File: src/hdl/sdc_params.svh
// Constants for the card-side SD bus front end
`ifndef SDC_PARAMS_SVH
`define SDC_PARAMS_SVH

// ----------------------------------------
// Command indices
// ----------------------------------------
`define SDC_CMD_GO_IDLE 6'h00
`define SDC_CMD_ALL_CID 6'h02
`define SDC_CMD_REL_ADDR 6'h03
`define SDC_CMD_SELECT 6'h07
`define SDC_CMD_SEND_CSD 6'h09
`define SDC_CMD_SEND_CID 6'h0a
`define SDC_CMD_APP 6'h37
`define SDC_ACMD_WIDTH 6'h06
`define SDC_ACMD_STATUS 6'h0d
`define SDC_ACMD_OP_COND 6'h29
`define SDC_ACMD_CARD_DET 6'h2a

// ----------------------------------------
// Field values and timing
// ----------------------------------------
`define SDC_OCR_VOLT 32'h00ff8000
`define SDC_OCR_READY_BIT 31
`define SDC_WIDTH_FOUR 2'h2
`define SDC_NCR 3'h2
`define SDC_LEN_SHORT 8'h30
`define SDC_LEN_LONG 8'h88
`define SDC_LEN_SPI 8'h08
`define SDC_RCA_SEED 16'h0001

`endif

File: src/hdl/sdc_pkg.sv
// Types and shared helpers for the card-side SD bus front end
`default_nettype none
package sdc_pkg;

   typedef enum logic [4:0] {
      SDC_IDLE = 5'h01,
      SDC_READY = 5'h02,
      SDC_IDENT = 5'h04,
      SDC_STBY = 5'h08,
      SDC_TRAN = 5'h10
   } sdc_state_e;

   // CRC7 over the first 40 bits of a command or short response
   function automatic logic [6:0] sdc_crc7(input logic [39:0] d);
      logic [6:0] c;
      logic fb;
      c = 7'h00;
      for (int i = 39; i >= 0; i--) begin
         fb = d[i] ^ c[6];
         c = {c[5:0], 1'b0};
         if (fb) begin
            c = c ^ 7'h09;
         end
      end
      return c;
   endfunction

endpackage
`default_nettype wire

File: src/hdl/sdc_rx_if.sv
// Link between the card core and its command receiver
`default_nettype none
interface sdc_rx_if;
   logic bit_in;
   logic rise;
   logic listen;
   logic crc_on;
   logic valid;
   logic [5:0] index;
   logic [31:0] arg;
   modport core (output bit_in, rise, listen, crc_on, input valid, index, arg);
   modport rx (input bit_in, rise, listen, crc_on, output valid, index, arg);
endinterface
`default_nettype wire

File: src/hdl/sdc_cmd_rx.sv
// Serial command frame receiver for the CMD line
`include "sdc_params.svh"
`default_nettype none
module sdc_cmd_rx (
   input wire logic ref_clk,
   input wire logic rstn,
   sdc_rx_if.rx rx
);
   import sdc_pkg::*;

   logic [47:0] sr_reg;
   logic [5:0] cnt_reg;
   logic valid_reg;

   wire [47:0] sr_next = {sr_reg[46:0], rx.bit_in};
   wire start_seen = rx.listen && rx.rise && cnt_reg == 6'h00 && !rx.bit_in;
   wire frame_end = rx.listen && rx.rise && cnt_reg == 6'h01;
   // SPI hosts normally leave CRC off, so the check is mode dependent
   wire crc_ok = !rx.crc_on || sdc_crc7(sr_next[47:8]) == sr_next[7:1];
   wire frame_ok = sr_next[46] && sr_next[0] && crc_ok; // [RULE_08]

   always_ff @(posedge ref_clk or negedge rstn) begin
      if (!rstn) begin
         sr_reg <= 48'h0;
         cnt_reg <= 6'h00;
         valid_reg <= 1'b0;
      end else begin
         valid_reg <= frame_end && frame_ok;
         if (!rx.listen) begin
            cnt_reg <= 6'h00;
         end else if (start_seen) begin
            cnt_reg <= 6'h2f;
            sr_reg <= sr_next;
         end else if (rx.rise && cnt_reg != 6'h00) begin
            cnt_reg <= cnt_reg - 6'h01;
            sr_reg <= sr_next;
         end
      end
   end

   assign rx.valid = valid_reg;
   assign rx.index = sr_reg[45:40];
   assign rx.arg = sr_reg[39:8];

   a_frame_bounds: assert property (@(posedge ref_clk) disable iff (!rstn) // [RULE_08]
      valid_reg |-> !sr_reg[47] && sr_reg[0])
      else $error("command accepted without start and stop bits");

endmodule
`default_nettype wire

File: src/hdl/sdc_card.sv
// Card-side SD bus front end: mode select, identification, bus width
// Functional notes
// RULE_01: DAT1-3 stay inputs until four-bit width
// RULE_02: DAT3 pull-up enabled at power-up
// RULE_03: Host picks SPI by DAT3 low at CMD0
// RULE_04: ACMD42 disconnects the DAT3 pull-up
// RULE_05: Data width is one or four lines
// RULE_06: Default DAT0 only; width changes after init
// RULE_07: Host gives each card own CMD/DAT lines
// RULE_08: Frames open with start, close with stop
// RULE_09: Host sends commands serially on CMD
// RULE_10: Card responds on CMD only to commands
// RULE_11: Host gives over 74 idle clocks first
// RULE_12: Mode kept until CMD0 or power-up
// RULE_13: Host polls ACMD41 until OCR ready
// RULE_14: No ACMD41 answer means not a card
// RULE_15: CMD2 answered with 128-bit identification
// RULE_16: CMD3 returns new nonzero relative address
// RULE_17: CMD7 toggles standby and transfer states
// RULE_18: Host checks card type via ACMD13
// RULE_19: Standby answers CMD9 with CSD, CMD10 CID
// RULE_20: Host sets width with ACMD6 in transfer
// RULE_21: SPI: DAT3 select, CMD in, DAT0 out
// RULE_22: OCR bit 31 low until init done
// RULE_23: CMD0 resets state, address, width, mode
`include "sdc_params.svh"
`default_nettype none
module sdc_card #(
   parameter logic [127:0] CID_VALUE = 128'h0123_4567_89ab_cdef_0011_2233_4455_6601,
   parameter logic [127:0] CSD_VALUE = 128'h4000_0000_0000_0000_0000_0000_0000_0001,
   parameter logic [7:0] BUSY_POLLS = 8'h04
) (
   input wire logic ref_clk,
   input wire logic rstn,
   input wire logic sd_clk,
   input wire logic cmd_in,
   output logic cmd_out,
   output logic cmd_oe,
   input wire logic [3:0] dat_in,
   output logic [3:0] dat_out,
   output logic [3:0] dat_oe,
   output logic dat3_pu_en,
   input wire logic dat_tx_en,
   input wire logic [3:0] dat_tx_nib,
   output logic spi_mode,
   output logic bus_wide,
   output logic card_ready,
   output sdc_pkg::sdc_state_e card_state
);
   import sdc_pkg::*;

   // ----------------------------------------
   // Pin synchronisers and clock edges
   // ----------------------------------------
   logic [1:0] clk_s_reg;
   logic clk_prev_reg;
   logic [1:0] cmd_s_reg;
   logic [1:0] dat3_s_reg;

   always_ff @(posedge ref_clk or negedge rstn) begin
      if (!rstn) begin
         clk_s_reg <= 2'h0;
         clk_prev_reg <= 1'b0;
         cmd_s_reg <= 2'h3;
         dat3_s_reg <= 2'h3;
      end else begin
         clk_s_reg <= {clk_s_reg[0], sd_clk};
         clk_prev_reg <= clk_s_reg[1];
         cmd_s_reg <= {cmd_s_reg[0], cmd_in};
         dat3_s_reg <= {dat3_s_reg[0], dat_in[3]};
      end
   end

   wire clk_rise = clk_s_reg[1] && !clk_prev_reg;
   wire clk_fall = !clk_s_reg[1] && clk_prev_reg;
   wire dat3_sync = dat3_s_reg[1];

   // ----------------------------------------
   // Command receiver
   // ----------------------------------------
   sdc_state_e state_reg;
   sdc_state_e state_next;
   logic spi_mode_reg;
   logic bus_wide_reg;
   logic dat3_pu_en_reg;
   logic card_ready_reg;
   logic app_reg;
   logic [15:0] rca_reg;
   logic [15:0] lfsr_reg;
   logic [7:0] poll_reg;
   logic tx_busy_reg;
   sdc_rx_if rx_link ();

   assign rx_link.bit_in = cmd_s_reg[1];
   assign rx_link.rise = clk_rise;
   // In SPI the receiver only listens while chip select is low
   assign rx_link.listen = !tx_busy_reg && (!spi_mode_reg || !dat3_sync); // [RULE_21]
   assign rx_link.crc_on = !spi_mode_reg;

   sdc_cmd_rx u_rx (
      .ref_clk(ref_clk),
      .rstn(rstn),
      .rx(rx_link)
   );

   // ----------------------------------------
   // Command decode
   // ----------------------------------------
   function automatic logic [3:0] state_code(input sdc_state_e s);
      case (s)
         SDC_IDLE: state_code = 4'h0;
         SDC_READY: state_code = 4'h1;
         SDC_IDENT: state_code = 4'h2;
         SDC_STBY: state_code = 4'h3;
         SDC_TRAN: state_code = 4'h4;
         default: state_code = 4'h0;
      endcase
   endfunction

   wire hit = rx_link.valid;
   wire [5:0] idx = rx_link.index;
   wire [31:0] arg = rx_link.arg;
   wire sd_hit = hit && !spi_mode_reg;
   wire is_cmd0 = hit && idx == `SDC_CMD_GO_IDLE;
   wire is_app = hit && !app_reg && idx == `SDC_CMD_APP;
   wire is_acmd41 = hit && app_reg && idx == `SDC_ACMD_OP_COND;
   wire is_cmd2 = sd_hit && !app_reg && idx == `SDC_CMD_ALL_CID;
   wire is_cmd3 = sd_hit && !app_reg && idx == `SDC_CMD_REL_ADDR;
   wire is_cmd7 = sd_hit && !app_reg && idx == `SDC_CMD_SELECT;
   wire is_cmd9 = sd_hit && !app_reg && idx == `SDC_CMD_SEND_CSD;
   wire is_cmd10 = sd_hit && !app_reg && idx == `SDC_CMD_SEND_CID;
   wire is_acmd6 = sd_hit && app_reg && idx == `SDC_ACMD_WIDTH;
   wire is_acmd13 = sd_hit && app_reg && idx == `SDC_ACMD_STATUS;
   wire is_acmd42 = sd_hit && app_reg && idx == `SDC_ACMD_CARD_DET;
   wire addr_match = arg[31:16] == rca_reg;
   wire in_stby = state_reg == SDC_STBY;
   wire in_tran = state_reg == SDC_TRAN;
   wire acmd6_wide = arg[1:0] == `SDC_WIDTH_FOUR;

   // Only a query with a voltage window advances power-up
   wire poll_step = is_acmd41 && arg[23:0] != 24'h0 && poll_reg != BUSY_POLLS;
   wire [7:0] poll_next = poll_step ? poll_reg + 8'h01 : poll_reg;
   wire init_done = poll_next == BUSY_POLLS; // [RULE_22]
   wire [31:0] ocr_w = `SDC_OCR_VOLT | ({31'h0, init_done} << `SDC_OCR_READY_BIT); // [RULE_22]

   always_comb begin
      state_next = state_reg;
      case (state_reg)
         SDC_IDLE: if (is_acmd41 && init_done) state_next = SDC_READY;
         SDC_READY: if (is_cmd2) state_next = SDC_IDENT;
         SDC_IDENT: if (is_cmd3) state_next = SDC_STBY;
         SDC_STBY: if (is_cmd7 && addr_match) state_next = SDC_TRAN; // [RULE_17]
         SDC_TRAN: if (is_cmd7) state_next = SDC_STBY; // [RULE_17]
         default: state_next = SDC_IDLE;
      endcase
   end

   // ----------------------------------------
   // Response selection and framing
   // ----------------------------------------
   // A CMD0 that picks SPI is already answered in SPI form
   wire resp_spi = hit && (spi_mode_reg || (is_cmd0 && !dat3_sync)); // [RULE_21]
   wire resp_cid = (is_cmd2 && state_reg == SDC_READY) // [RULE_15]
      || (is_cmd10 && in_stby && addr_match); // [RULE_19]
   wire resp_csd = is_cmd9 && in_stby && addr_match; // [RULE_19]
   wire resp_r3 = is_acmd41 && !spi_mode_reg && state_reg inside {SDC_IDLE, SDC_READY};
   wire resp_r6 = is_cmd3 && state_reg inside {SDC_IDENT, SDC_STBY}; // [RULE_16]
   wire resp_r1 = (is_app && !spi_mode_reg) || (is_cmd7 && addr_match && (in_stby || in_tran))
      || (in_tran && (is_acmd42 || is_acmd6 || is_acmd13));
   wire resp_any = resp_spi || resp_cid || resp_csd || resp_r3 || resp_r6 || resp_r1; // [RULE_10]

   wire [31:0] status_w = {19'h0, state_code(state_reg), 1'b1, 2'h0, is_app, 5'h00};
   wire [31:0] r6_arg = {lfsr_reg, status_w[23:22], status_w[19], status_w[12:0]};
   wire [39:0] r1_body = {2'h0, idx, resp_r6 ? r6_arg : status_w};
   wire [135:0] f_r1 = {r1_body, sdc_crc7(r1_body), 1'b1, 88'h0};
   wire [135:0] f_r3 = {2'h0, 6'h3f, ocr_w, 7'h7f, 1'b1, 88'h0};
   wire [135:0] f_cid = {2'h0, 6'h3f, CID_VALUE[127:1], 1'b1};
   wire [135:0] f_csd = {2'h0, 6'h3f, CSD_VALUE[127:1], 1'b1};
   wire [135:0] f_spi = {7'h00, !init_done, 128'h0};
   wire [135:0] frame = resp_spi ? f_spi : resp_cid ? f_cid : resp_csd ? f_csd
      : resp_r3 ? f_r3 : f_r1;
   wire [7:0] frame_len = resp_spi ? `SDC_LEN_SPI
      : (resp_cid || resp_csd) ? `SDC_LEN_LONG : `SDC_LEN_SHORT;

   // ----------------------------------------
   // Card state
   // ----------------------------------------
   always_ff @(posedge ref_clk or negedge rstn) begin
      if (!rstn) begin
         state_reg <= SDC_IDLE;
         spi_mode_reg <= 1'b0;
         bus_wide_reg <= 1'b0; // [RULE_06]
         dat3_pu_en_reg <= 1'b1; // [RULE_02]
         card_ready_reg <= 1'b0;
         app_reg <= 1'b0;
         rca_reg <= 16'h0;
         poll_reg <= 8'h00;
      end else if (is_cmd0) begin
         state_reg <= SDC_IDLE; // [RULE_23]
         card_ready_reg <= 1'b0;
         rca_reg <= 16'h0;
         bus_wide_reg <= 1'b0;
         app_reg <= 1'b0;
         poll_reg <= 8'h00;
         spi_mode_reg <= !dat3_sync; // [RULE_03] [RULE_12] [RULE_23]
      end else if (hit) begin
         state_reg <= state_next;
         card_ready_reg <= state_next != SDC_IDLE;
         app_reg <= is_app;
         poll_reg <= poll_next;
         if (resp_r6) rca_reg <= lfsr_reg; // [RULE_16]
         if (is_acmd42 && in_tran) dat3_pu_en_reg <= arg[0]; // [RULE_04]
         if (is_acmd6 && in_tran) bus_wide_reg <= acmd6_wide; // [RULE_05] [RULE_06]
      end
   end

   // Free-running, so the address depends on when the host asks
   always_ff @(posedge ref_clk or negedge rstn) begin
      if (!rstn) begin
         lfsr_reg <= `SDC_RCA_SEED;
      end else begin
         lfsr_reg <= {lfsr_reg[14:0], lfsr_reg[15] ^ lfsr_reg[13] ^ lfsr_reg[12] ^ lfsr_reg[10]};
      end
   end

   // ----------------------------------------
   // Response shifter and pin drivers
   // ----------------------------------------
   logic [135:0] tx_sr_reg;
   logic [7:0] tx_cnt_reg;
   logic [2:0] tx_gap_reg;
   logic cmd_out_reg;
   logic cmd_oe_reg;
   logic [3:0] dat_out_reg;
   logic [3:0] dat_oe_reg;

   wire tx_load = hit && resp_any && !tx_busy_reg;
   wire tx_shift = tx_busy_reg && tx_gap_reg == 3'h0 && tx_cnt_reg != 8'h00;
   // Upper lines let go in the cycle the width narrows, not at the next link fall
   wire narrow_now = is_cmd0 || (is_acmd6 && in_tran && !acmd6_wide); // [RULE_01]
   wire [3:0] dat_oe_next = spi_mode_reg ? {3'h0, tx_shift} // [RULE_21]
      : {{3{dat_tx_en && bus_wide_reg}}, dat_tx_en}; // [RULE_01] [RULE_06]
   wire [3:0] dat_out_next = spi_mode_reg ? {3'h0, tx_sr_reg[135]}
      : bus_wide_reg ? dat_tx_nib : {3'h0, dat_tx_nib[0]};

   always_ff @(posedge ref_clk or negedge rstn) begin
      if (!rstn) begin
         tx_sr_reg <= 136'h0;
         tx_cnt_reg <= 8'h00;
         tx_gap_reg <= 3'h0;
         tx_busy_reg <= 1'b0;
      end else if (tx_load) begin
         tx_sr_reg <= frame;
         tx_cnt_reg <= frame_len;
         tx_gap_reg <= `SDC_NCR;
         tx_busy_reg <= 1'b1;
      end else if (tx_busy_reg && clk_fall) begin
         if (tx_gap_reg != 3'h0) begin
            tx_gap_reg <= tx_gap_reg - 3'h1;
         end else if (tx_cnt_reg != 8'h00) begin
            tx_sr_reg <= {tx_sr_reg[134:0], 1'b0};
            tx_cnt_reg <= tx_cnt_reg - 8'h01;
         end else begin
            tx_busy_reg <= 1'b0;
         end
      end
   end

   // Pins change on the falling link edge so the host samples on the rising one
   always_ff @(posedge ref_clk or negedge rstn) begin
      if (!rstn) begin
         cmd_out_reg <= 1'b1;
         cmd_oe_reg <= 1'b0;
         dat_out_reg <= 4'h0;
         dat_oe_reg <= 4'h0;
      end else if (clk_fall) begin
         cmd_oe_reg <= tx_shift && !spi_mode_reg; // [RULE_10] [RULE_21]
         cmd_out_reg <= tx_shift ? tx_sr_reg[135] : 1'b1;
         dat_oe_reg <= dat_oe_next & {{3{!narrow_now}}, 1'b1}; // [RULE_01]
         dat_out_reg <= dat_out_next;
      end else if (narrow_now) begin
         dat_oe_reg[3:1] <= 3'h0; // [RULE_01]
      end
   end

   assign cmd_out = cmd_out_reg;
   assign cmd_oe = cmd_oe_reg;
   assign dat_out = dat_out_reg;
   assign dat_oe = dat_oe_reg;
   assign dat3_pu_en = dat3_pu_en_reg;
   assign spi_mode = spi_mode_reg;
   assign bus_wide = bus_wide_reg;
   assign card_ready = card_ready_reg;
   assign card_state = state_reg;

   // ----------------------------------------
   // Checks
   // ----------------------------------------
   a_pullup_clear: assert property (@(posedge ref_clk) disable iff (!rstn) // [RULE_04]
      is_acmd42 && in_tran && !arg[0] |=> !dat3_pu_en_reg)
      else $error("card detect pull-up not released");
   a_upper_lines: assert property (@(posedge ref_clk) disable iff (!rstn) // [RULE_01]
      dat_oe_reg[3:1] != 3'h0 |-> bus_wide_reg && !spi_mode_reg)
      else $error("upper data line driven while narrow");
   a_width_select: assert property (@(posedge ref_clk) disable iff (!rstn) // [RULE_05]
      is_acmd6 && in_tran |=> bus_wide_reg == $past(acmd6_wide))
      else $error("bus width not taken from command");
   a_reset_idle: assert property (@(posedge ref_clk) disable iff (!rstn) // [RULE_23]
      is_cmd0 |=> state_reg == SDC_IDLE && rca_reg == 16'h0 && !bus_wide_reg)
      else $error("reset command left state behind");
   a_mode_hold: assert property (@(posedge ref_clk) disable iff (!rstn) // [RULE_12]
      $changed(spi_mode_reg) |-> $past(is_cmd0))
      else $error("mode changed without reset command");
   a_addr_nonzero: assert property (@(posedge ref_clk) disable iff (!rstn) // [RULE_16]
      state_reg inside {SDC_STBY, SDC_TRAN} |-> rca_reg != 16'h0)
      else $error("relative address is zero");
   a_ocr_busy: assert property (@(posedge ref_clk) disable iff (!rstn) // [RULE_22]
      state_reg == SDC_READY |-> poll_reg == BUSY_POLLS)
      else $error("ready before power-up polls done");
   a_resp_start: assert property (@(posedge ref_clk) disable iff (!rstn) // [RULE_08]
      $rose(cmd_oe_reg) |-> !cmd_out_reg)
      else $error("response lacks start bit");
   a_resp_stop: assert property (@(posedge ref_clk) disable iff (!rstn) // [RULE_08]
      $fell(cmd_oe_reg) |-> $past(cmd_out_reg))
      else $error("response lacks stop bit");
   a_resp_cause: assert property (@(posedge ref_clk) disable iff (!rstn) // [RULE_10]
      $rose(tx_busy_reg) |-> $past(rx_link.valid))
      else $error("response without command");
   a_select_tran: assert property (@(posedge ref_clk) disable iff (!rstn) // [RULE_17]
      is_cmd7 && addr_match && in_stby |=> state_reg == SDC_TRAN ##[1:40] cmd_oe_reg)
      else $error("select did not reach transfer");
   a_spi_pins: assert property (@(posedge ref_clk) disable iff (!rstn) // [RULE_21]
      spi_mode_reg |-> !cmd_oe_reg && !dat_oe_reg[3])
      else $error("SPI mode drives an input pin");

endmodule
`default_nettype wire

File: config.mk
export PLATFORM = sky130hd
export DESIGN_NAME = sdc_card
export DESIGN_NICKNAME = d
export VERILOG_FILES = /design/src/hdl/sdc_pkg.sv /design/src/hdl/sdc_rx_if.sv /design/src/hdl/sdc_cmd_rx.sv /design/src/hdl/sdc_card.sv
export VERILOG_INCLUDE_DIRS = /design/src /design/src/hdl
export SDC_FILE = /design/constraint.sdc
export NUM_CORES = 1
export LEC_CHECK = 0
export ABC_AREA = 1
export BUFFER_PORTS_ARGS = -buffer_cell sky130_fd_sc_hd__clkbuf_2
export CAP_MARGIN = 10
export CORE_ASPECT_RATIO = 0.8
export CORE_MARGIN = 3
export CORE_UTILIZATION = 40
export CTS_BUF_LIST = sky130_fd_sc_hd__clkbuf_8
export DETAILED_ROUTE_END_ITERATION = 16
export GPL_TIMING_DRIVEN = 0
export SLEW_MARGIN = 40
export SYNTH_ARGS = -nofsm -noshare
export SYNTH_HDL_FRONTEND = slang
export SYNTH_SLANG_ARGS = --single-unit
File: constraint.sdc
create_clock -name ref_clk -period 5.15 [get_ports ref_clk]
set_input_delay 0.515 -clock ref_clk [delete_from_list [all_inputs] [get_ports ref_clk]]
set_output_delay 0.515 -clock ref_clk [all_outputs]
set_load 0.02 [all_outputs]
# == Word-level counts from Yosys, hierarchy flattened ==
# Cells that the tools add are included.
# word_totals
inputBits,13
out_inout_bits,19
ff_bits,269
# classes
eq_ne,25
n_addsub,4
mux,133
reduce_logical,104
n_bitwise,157
# ops
cell,n
136-bit 2-to-1 mux,4
134-bit 2-to-1 mux,4
4-bit 2-to-1 mux,81
2-bit NOT,76
47-bit 2-to-1 mux,2
1-bit XOR,73
8-bit 2-to-1 mux,9
1-bit logical AND,54
16-bit 2-to-1 mux,3
5-bit 2-to-1 mux,7
32-bit 2-to-1 mux,1
5-bit one-hot mux with 5 select lines,1
24-bit nonzero test,1
2-bit nonzero test,10
"6-bit by 4-bit equality test with 1-bit output, second input constant",3
"6-bit equality test, second input constant",3
6-bit 2-to-1 mux,3
16-bit equality test,1
1-bit logical OR,16
3-bit 2-to-1 mux,5
"6-bit by 2-bit equality test with 1-bit output, second input constant",2
"6-bit by 3-bit equality test with 1-bit output, second input constant",2
6-bit zero test,2
1-bit 2-to-1 mux,12
28 further kinds,48

# == Depth between registers and ports, before layout ==
# logic_depth
word_depth,83
ltp_mapped,33
mapped_depth_nobuf,32

# == Hierarchy ==
# From an unflattened synthesis, not the netlist that was laid out.
# unflattened
hier_cells,1853
area_unflattened_um2,14433.8
# modules_own_cells
mod,instances,area_per_inst_um2,cells_each
sdc_card,1,10593.9,1269
sdc_cmd_rx,1,3839.9,584

# == Least setup slack after synthesis ==
# OpenSTA, ideal clock, no wires.
# synth_timing
path_kind,reg-to-reg
from,reg state_reg[0] (netlist: card_state[0])
to,reg tx_sr_reg[127]
n_path_buf,3
path_slack_ns,2.189
stages_incl_launch_ff,18
t_arrival_ns,2.842
path_cell_list,dfstp_2 > nor2_2 > nand2_2 > nor3_4 > nor2_4 > nor2_8 > buf_6 > nor3_1 > o221ai_1 > nor4_1 > nand3_1 > nand2_1 > inv_2 > nor2_1 > inv_2 > buf_2 > buf_2 > o21a_1
# synth_between
elab_chain_len,13
word_cells_on_any_way,37
classes_between,6 x eq/ne; 6 x mux; 25 x reduce/logical
# synth_lines
element,line,rtl
"start, declared",sdc_card.sv:81,sdc_state_e state_reg;
"start signal, assigned",sdc_card.sv:207,state_reg <= state_next;
5-bit by 4-bit equality test with 1-bit output,"sdc_card.sv:136, sdc_card.sv:167",
1-bit logical AND (2 in a row),sdc_card.sv:164,|| (is_cmd10 && in_stby && addr_match);
1-bit logical OR,sdc_card.sv:164,
1-bit logical OR (5 in a row),sdc_card.sv:170,wire resp_any = resp_spi || resp_cid || resp_csd || resp_r3 || resp_r6 || resp_r1;
1-bit logical AND (2 in a row),sdc_card.sv:237,wire tx_load = hit && resp_any && !tx_busy_reg;
2-bit != test (no source line) or 2-bit nonzero test (tied branches),--,
3-bit AND reduction (no source line),--,
"end signal, assigned",sdc_card.sv:253,tx_sr_reg <= frame;
"end signal, assigned",sdc_card.sv:261,"tx_sr_reg <= {tx_sr_reg[134:0], 1'b0};"
"end, declared",sdc_card.sv:229,logic [135:0] tx_sr_reg;
# Several ways; a longest one is shown, not always the timed one.
# A chain may end at the register's enable or synchronous reset.

# == Worst setup path after layout ==
# layout_timing
from,reg u_rx.sr_reg[45]
to,reg tx_sr_reg[125]
# layout_between
elab_chain_len,14
word_cells_on_any_way,59
classes_between,11 x eq/ne; 6 x mux; 42 x reduce/logical
# layout_lines
element,line,rtl
"start, declared",sdc_cmd_rx.sv:11,logic [47:0] sr_reg;
"start signal, assigned",sdc_cmd_rx.sv:33,sr_reg <= sr_next;
"start signal, assigned",sdc_cmd_rx.sv:36,sr_reg <= sr_next;
6-bit by 4-bit equality test with 1-bit output (no source line) or 6-bit zero test (tied branches),--,
1-bit logical AND (no source line),--,
"1-bit logical AND, on equally long branches","sdc_card.sv:164, sdc_card.sv:162",
1-bit logical AND or 1-bit logical OR (tied branches),"sdc_card.sv:164, sdc_card.sv:162",
1-bit logical OR or 1-bit logical AND (tied branches),"sdc_card.sv:164, sdc_card.sv:162",
1-bit logical OR (5 in a row),sdc_card.sv:170,
1-bit logical AND (2 in a row),sdc_card.sv:237,
2-bit != test (no source line) or 2-bit nonzero test (tied branches),--,
3-bit AND reduction (no source line),--,
# Several ways; a longest one is shown, not always the timed one.

==> impl_metrics.env <==
export IMPL_status="complete, no violations"
export IMPL_cts_tree="built"
export IMPL_die_y_um=171
export IMPL_n_antenna_cell=0
export IMPL_pre_cts_slack_ns=1.12
export IMPL_vdd_drop_max_mv=0.163
export IMPL_drt_total_wl_um=36800
export IMPL_tightestPinTransition_ns=0.759
export IMPL_drv_cap=0
export IMPL_cpPeakStageDelay_ns=0.54
export IMPL_initial_core_util_pct=41.1
export IMPL_die_area_um2=36200
export IMPL_synthArstFlopShare_pct=100
export IMPL_dp_cells=2159
export IMPL_avgRoutedWirePerCell_um=16.4
export IMPL_hold_path_class="primary input to flip-flop"
export IMPL_largest_register_ff_count=136
export IMPL_overflow=0
export IMPL_placed_area_um2=14400
export IMPL_ys_warnings_count=0
export IMPL_synth_nets=1722
export IMPL_antenna_left=0
export IMPL_layout_min_cycle_time_ns=4.13
export IMPL_synthToLayoutAreaGrowth_pct=13.5
export IMPL_row_count=59
export IMPL_route_detailed_drc=0
export IMPL_cts_clk_slew_worst_paths_ns=0.07
export IMPL_clockBufferDepth=3
export IMPL_grt_use_total_pct=20.7
export IMPL_required_ns=5.61
export IMPL_fin_cells=2245
export IMPL_holdPathEnd="clk_s_reg[0]"
export IMPL_syn_inst=1700
export IMPL_antenna_found_initial=0
export IMPL_rrSetupSlack_ns=1.02
export IMPL_layout_commonest_cell="nand2_1"
export IMPL_vias_per_cell=5.23
export IMPL_hold_buffers=3
export IMPL_post_cts_repair_setup_buffers=0
export IMPL_slew_headroom_pct=49.4
export IMPL_htree_levels=2
export IMPL_drive_above_1_share_pct=9.85
export IMPL_pin_count=32
export IMPL_slew_viol_final=0
export IMPL_power_density_nw_per_um2=349
export IMPL_nets=1804
export IMPL_fin_skew_ns=0.0572
export IMPL_critPathCaptureType="flip-flop"
export IMPL_cp_common_cell="nor2_1"
export IMPL_grt_pass1_vias=11229
export IMPL_numPortBuffers=28
export IMPL_clkLatencyLatePin_ns=0.61
export IMPL_holdWs_ns=0.0513
export IMPL_crit_path_max_fanout=10
export IMPL_critPathKind="flip-flop to flip-flop"
export IMPL_drt_pass1_iterations=5
export IMPL_worst_slack_ns=1.02
export IMPL_mappedNetlistArea_um2=13600
export IMPL_hpwl_um=26500
export IMPL_cp_slowest_cell="or2_2"
export IMPL_root_buffer="clkbuf_8"
export IMPL_fmax_mhz=242
export IMPL_drt_iter0_markers=1191
export IMPL_core_area_um2=33000
export IMPL_yosysSeqAreaShare_pct=49.3
export IMPL_min_from="sd_clk"
export IMPL_cts_resized_gates=0
export IMPL_hold_viol=0
export IMPL_cp_start_kind="flip-flop"
export IMPL_grt_max_degree=69
export IMPL_setup_viol=0
export IMPL_synth_main_ff_cell="dfrtp_1"
export IMPL_synth_seq_cells=267
export IMPL_critPathTopFamily="simple AND/OR/NAND/NOR gates"
export IMPL_gp_congestion=0.874
export IMPL_cts_num_sinks=267
export IMPL_cp_buffers_inverters=6
export IMPL_mostFrequentLayoutCells="nand2_1 (428), dfrtp_1 (259), inv_1 (238)"
export IMPL_cts_buffers=45
export IMPL_finalCritPeriodShare_pct=80.2
export IMPL_avgSynthCellArea_um2=7.98
export IMPL_post_route_util_pct=46.7
export IMPL_final_cell_area_um2=15400
export IMPL_r2r_cells=16
export IMPL_r2r_end="tx_sr_reg[125]"
export IMPL_hold_path_depth=1
export IMPL_rsz0062_at_grt="false"
export IMPL_synth_distinct_cells=49
export IMPL_vias=11743
export IMPL_synth_enable_flop_cells=0
export IMPL_path_cells="buf_4, nor2_1, nand4_1, or2_2, nand2_1, inv_1, nor2_1, nor4_1, nand3_1, nand2_1, inv_2, nor2_1, inv_2, buf_2, buf_1, o21ai_0"
export IMPL_crit_arrival_ns=4.59
export IMPL_leakagePower_uw=0.00757
export IMPL_die_width_um=212
export IMPL_r2r_start="u_rx.sr_reg[45]"
export IMPL_grt_pass1_wl_um=59900
through the flow:
step                power (uW)  TNS (ns)
global route              5730         0
global placement          3310   -571.96
CTS                       5450         0
detailed placement        3330         0
finish                    5380         0
floorplan                 3050         0
cells in the mapped netlist (4+ instances only):
cell type  number  area (um2)
xor2_1         29         254
a21oi_1        46         230
buf_2          10        50.1
nor4_1          7        43.8
ha_1            9         113
dfrtp_1       259        6480
inv_1         227         852
a31oi_1         7        43.8
nor2_1        102         383
o21ai_0       159         796
nand4_1        15        93.8
clkbuf_1       42         158
nor2_2          5        31.3
dfstp_2         8         210
o22ai_1        51         319
nand2_1       428        1610
nor3_1         23         115
a22oi_1        26         195
nand3_1       144         721
xnor2_1        22         193
nand2_4         6        67.6
xor2_2          4        65.1
nand2_2        13        81.3
inv_2           8        30.0
o21ai_1         4        20.0
cell type report:
| type | instances | area (um2) |
|---|---|---|
| multi-input combinational | 1136 | 5740 |
| tap | 427 | 534 |
| clock buffer | 57 | 785 |
| clock inverter | 26 | 216 |
| sequential | 267 | 6690 |
| timing repair buffer | 35 | 289 |
| inverter | 238 | 893 |
| fill | 3223 | 17600 |
| buffer | 59 | 254 |
how the worst max path moves through the flow:
stage | from | endpoint | slack [ns] | cells past startpoint
4_1_cts | u_rx.sr_reg[43] | tx_sr_reg[125] | 1.12 | 16
5_1_grt | u_rx.sr_reg[43] | tx_sr_reg[125] | 0.83 | 16
3_3_place_gp | rstn | tx_sr_reg[54] | -2.24 | 1
2_1_floorplan | card_state[0] | tx_sr_reg[127] | 2.19 | 17
3_5_place_dp | u_rx.sr_reg[43] | tx_sr_reg[125] | 1.12 | 16
6_report | u_rx.sr_reg[45] | tx_sr_reg[125] | 1.02 | 16
metal layers:
| metal | global-route usage [%] | vias to the layer above | share of wire [%] |
|---|---|---|---|
| met2 | 28.6 | 337 | 40 |
| met1 | 32.7 | 5659 | 51 |
| met3 | 4.49 | 40 | 7.0 |
| met5 | 0 | - | 0 |
| li1 | - | 5707 | - |
| met4 | 4.86 | 0 | 1.5 |
report_power, final:
part | switching [uW] | internal [uW]
clock | 919 | 1160
sequential | 85.0 | 2200
combinational | 675 | 344
total | 1680 | 3700
kinds of logic (layout without fill, tap and decap cells):
logic type,count (synthesis),in the layout,synth area share (%)
buffers and inverters,297,415,8.45
XOR/XNOR,58,58,4.13
AO/OA/AOI/OAI,314,314,13.1
adder cells (fa/ha/maj),9,9,0.830
AND/OR/NAND/NOR,755,755,24.2
flip-flops,267,267,49.3
Note: power is estimated with default switching activity, not from simulation.
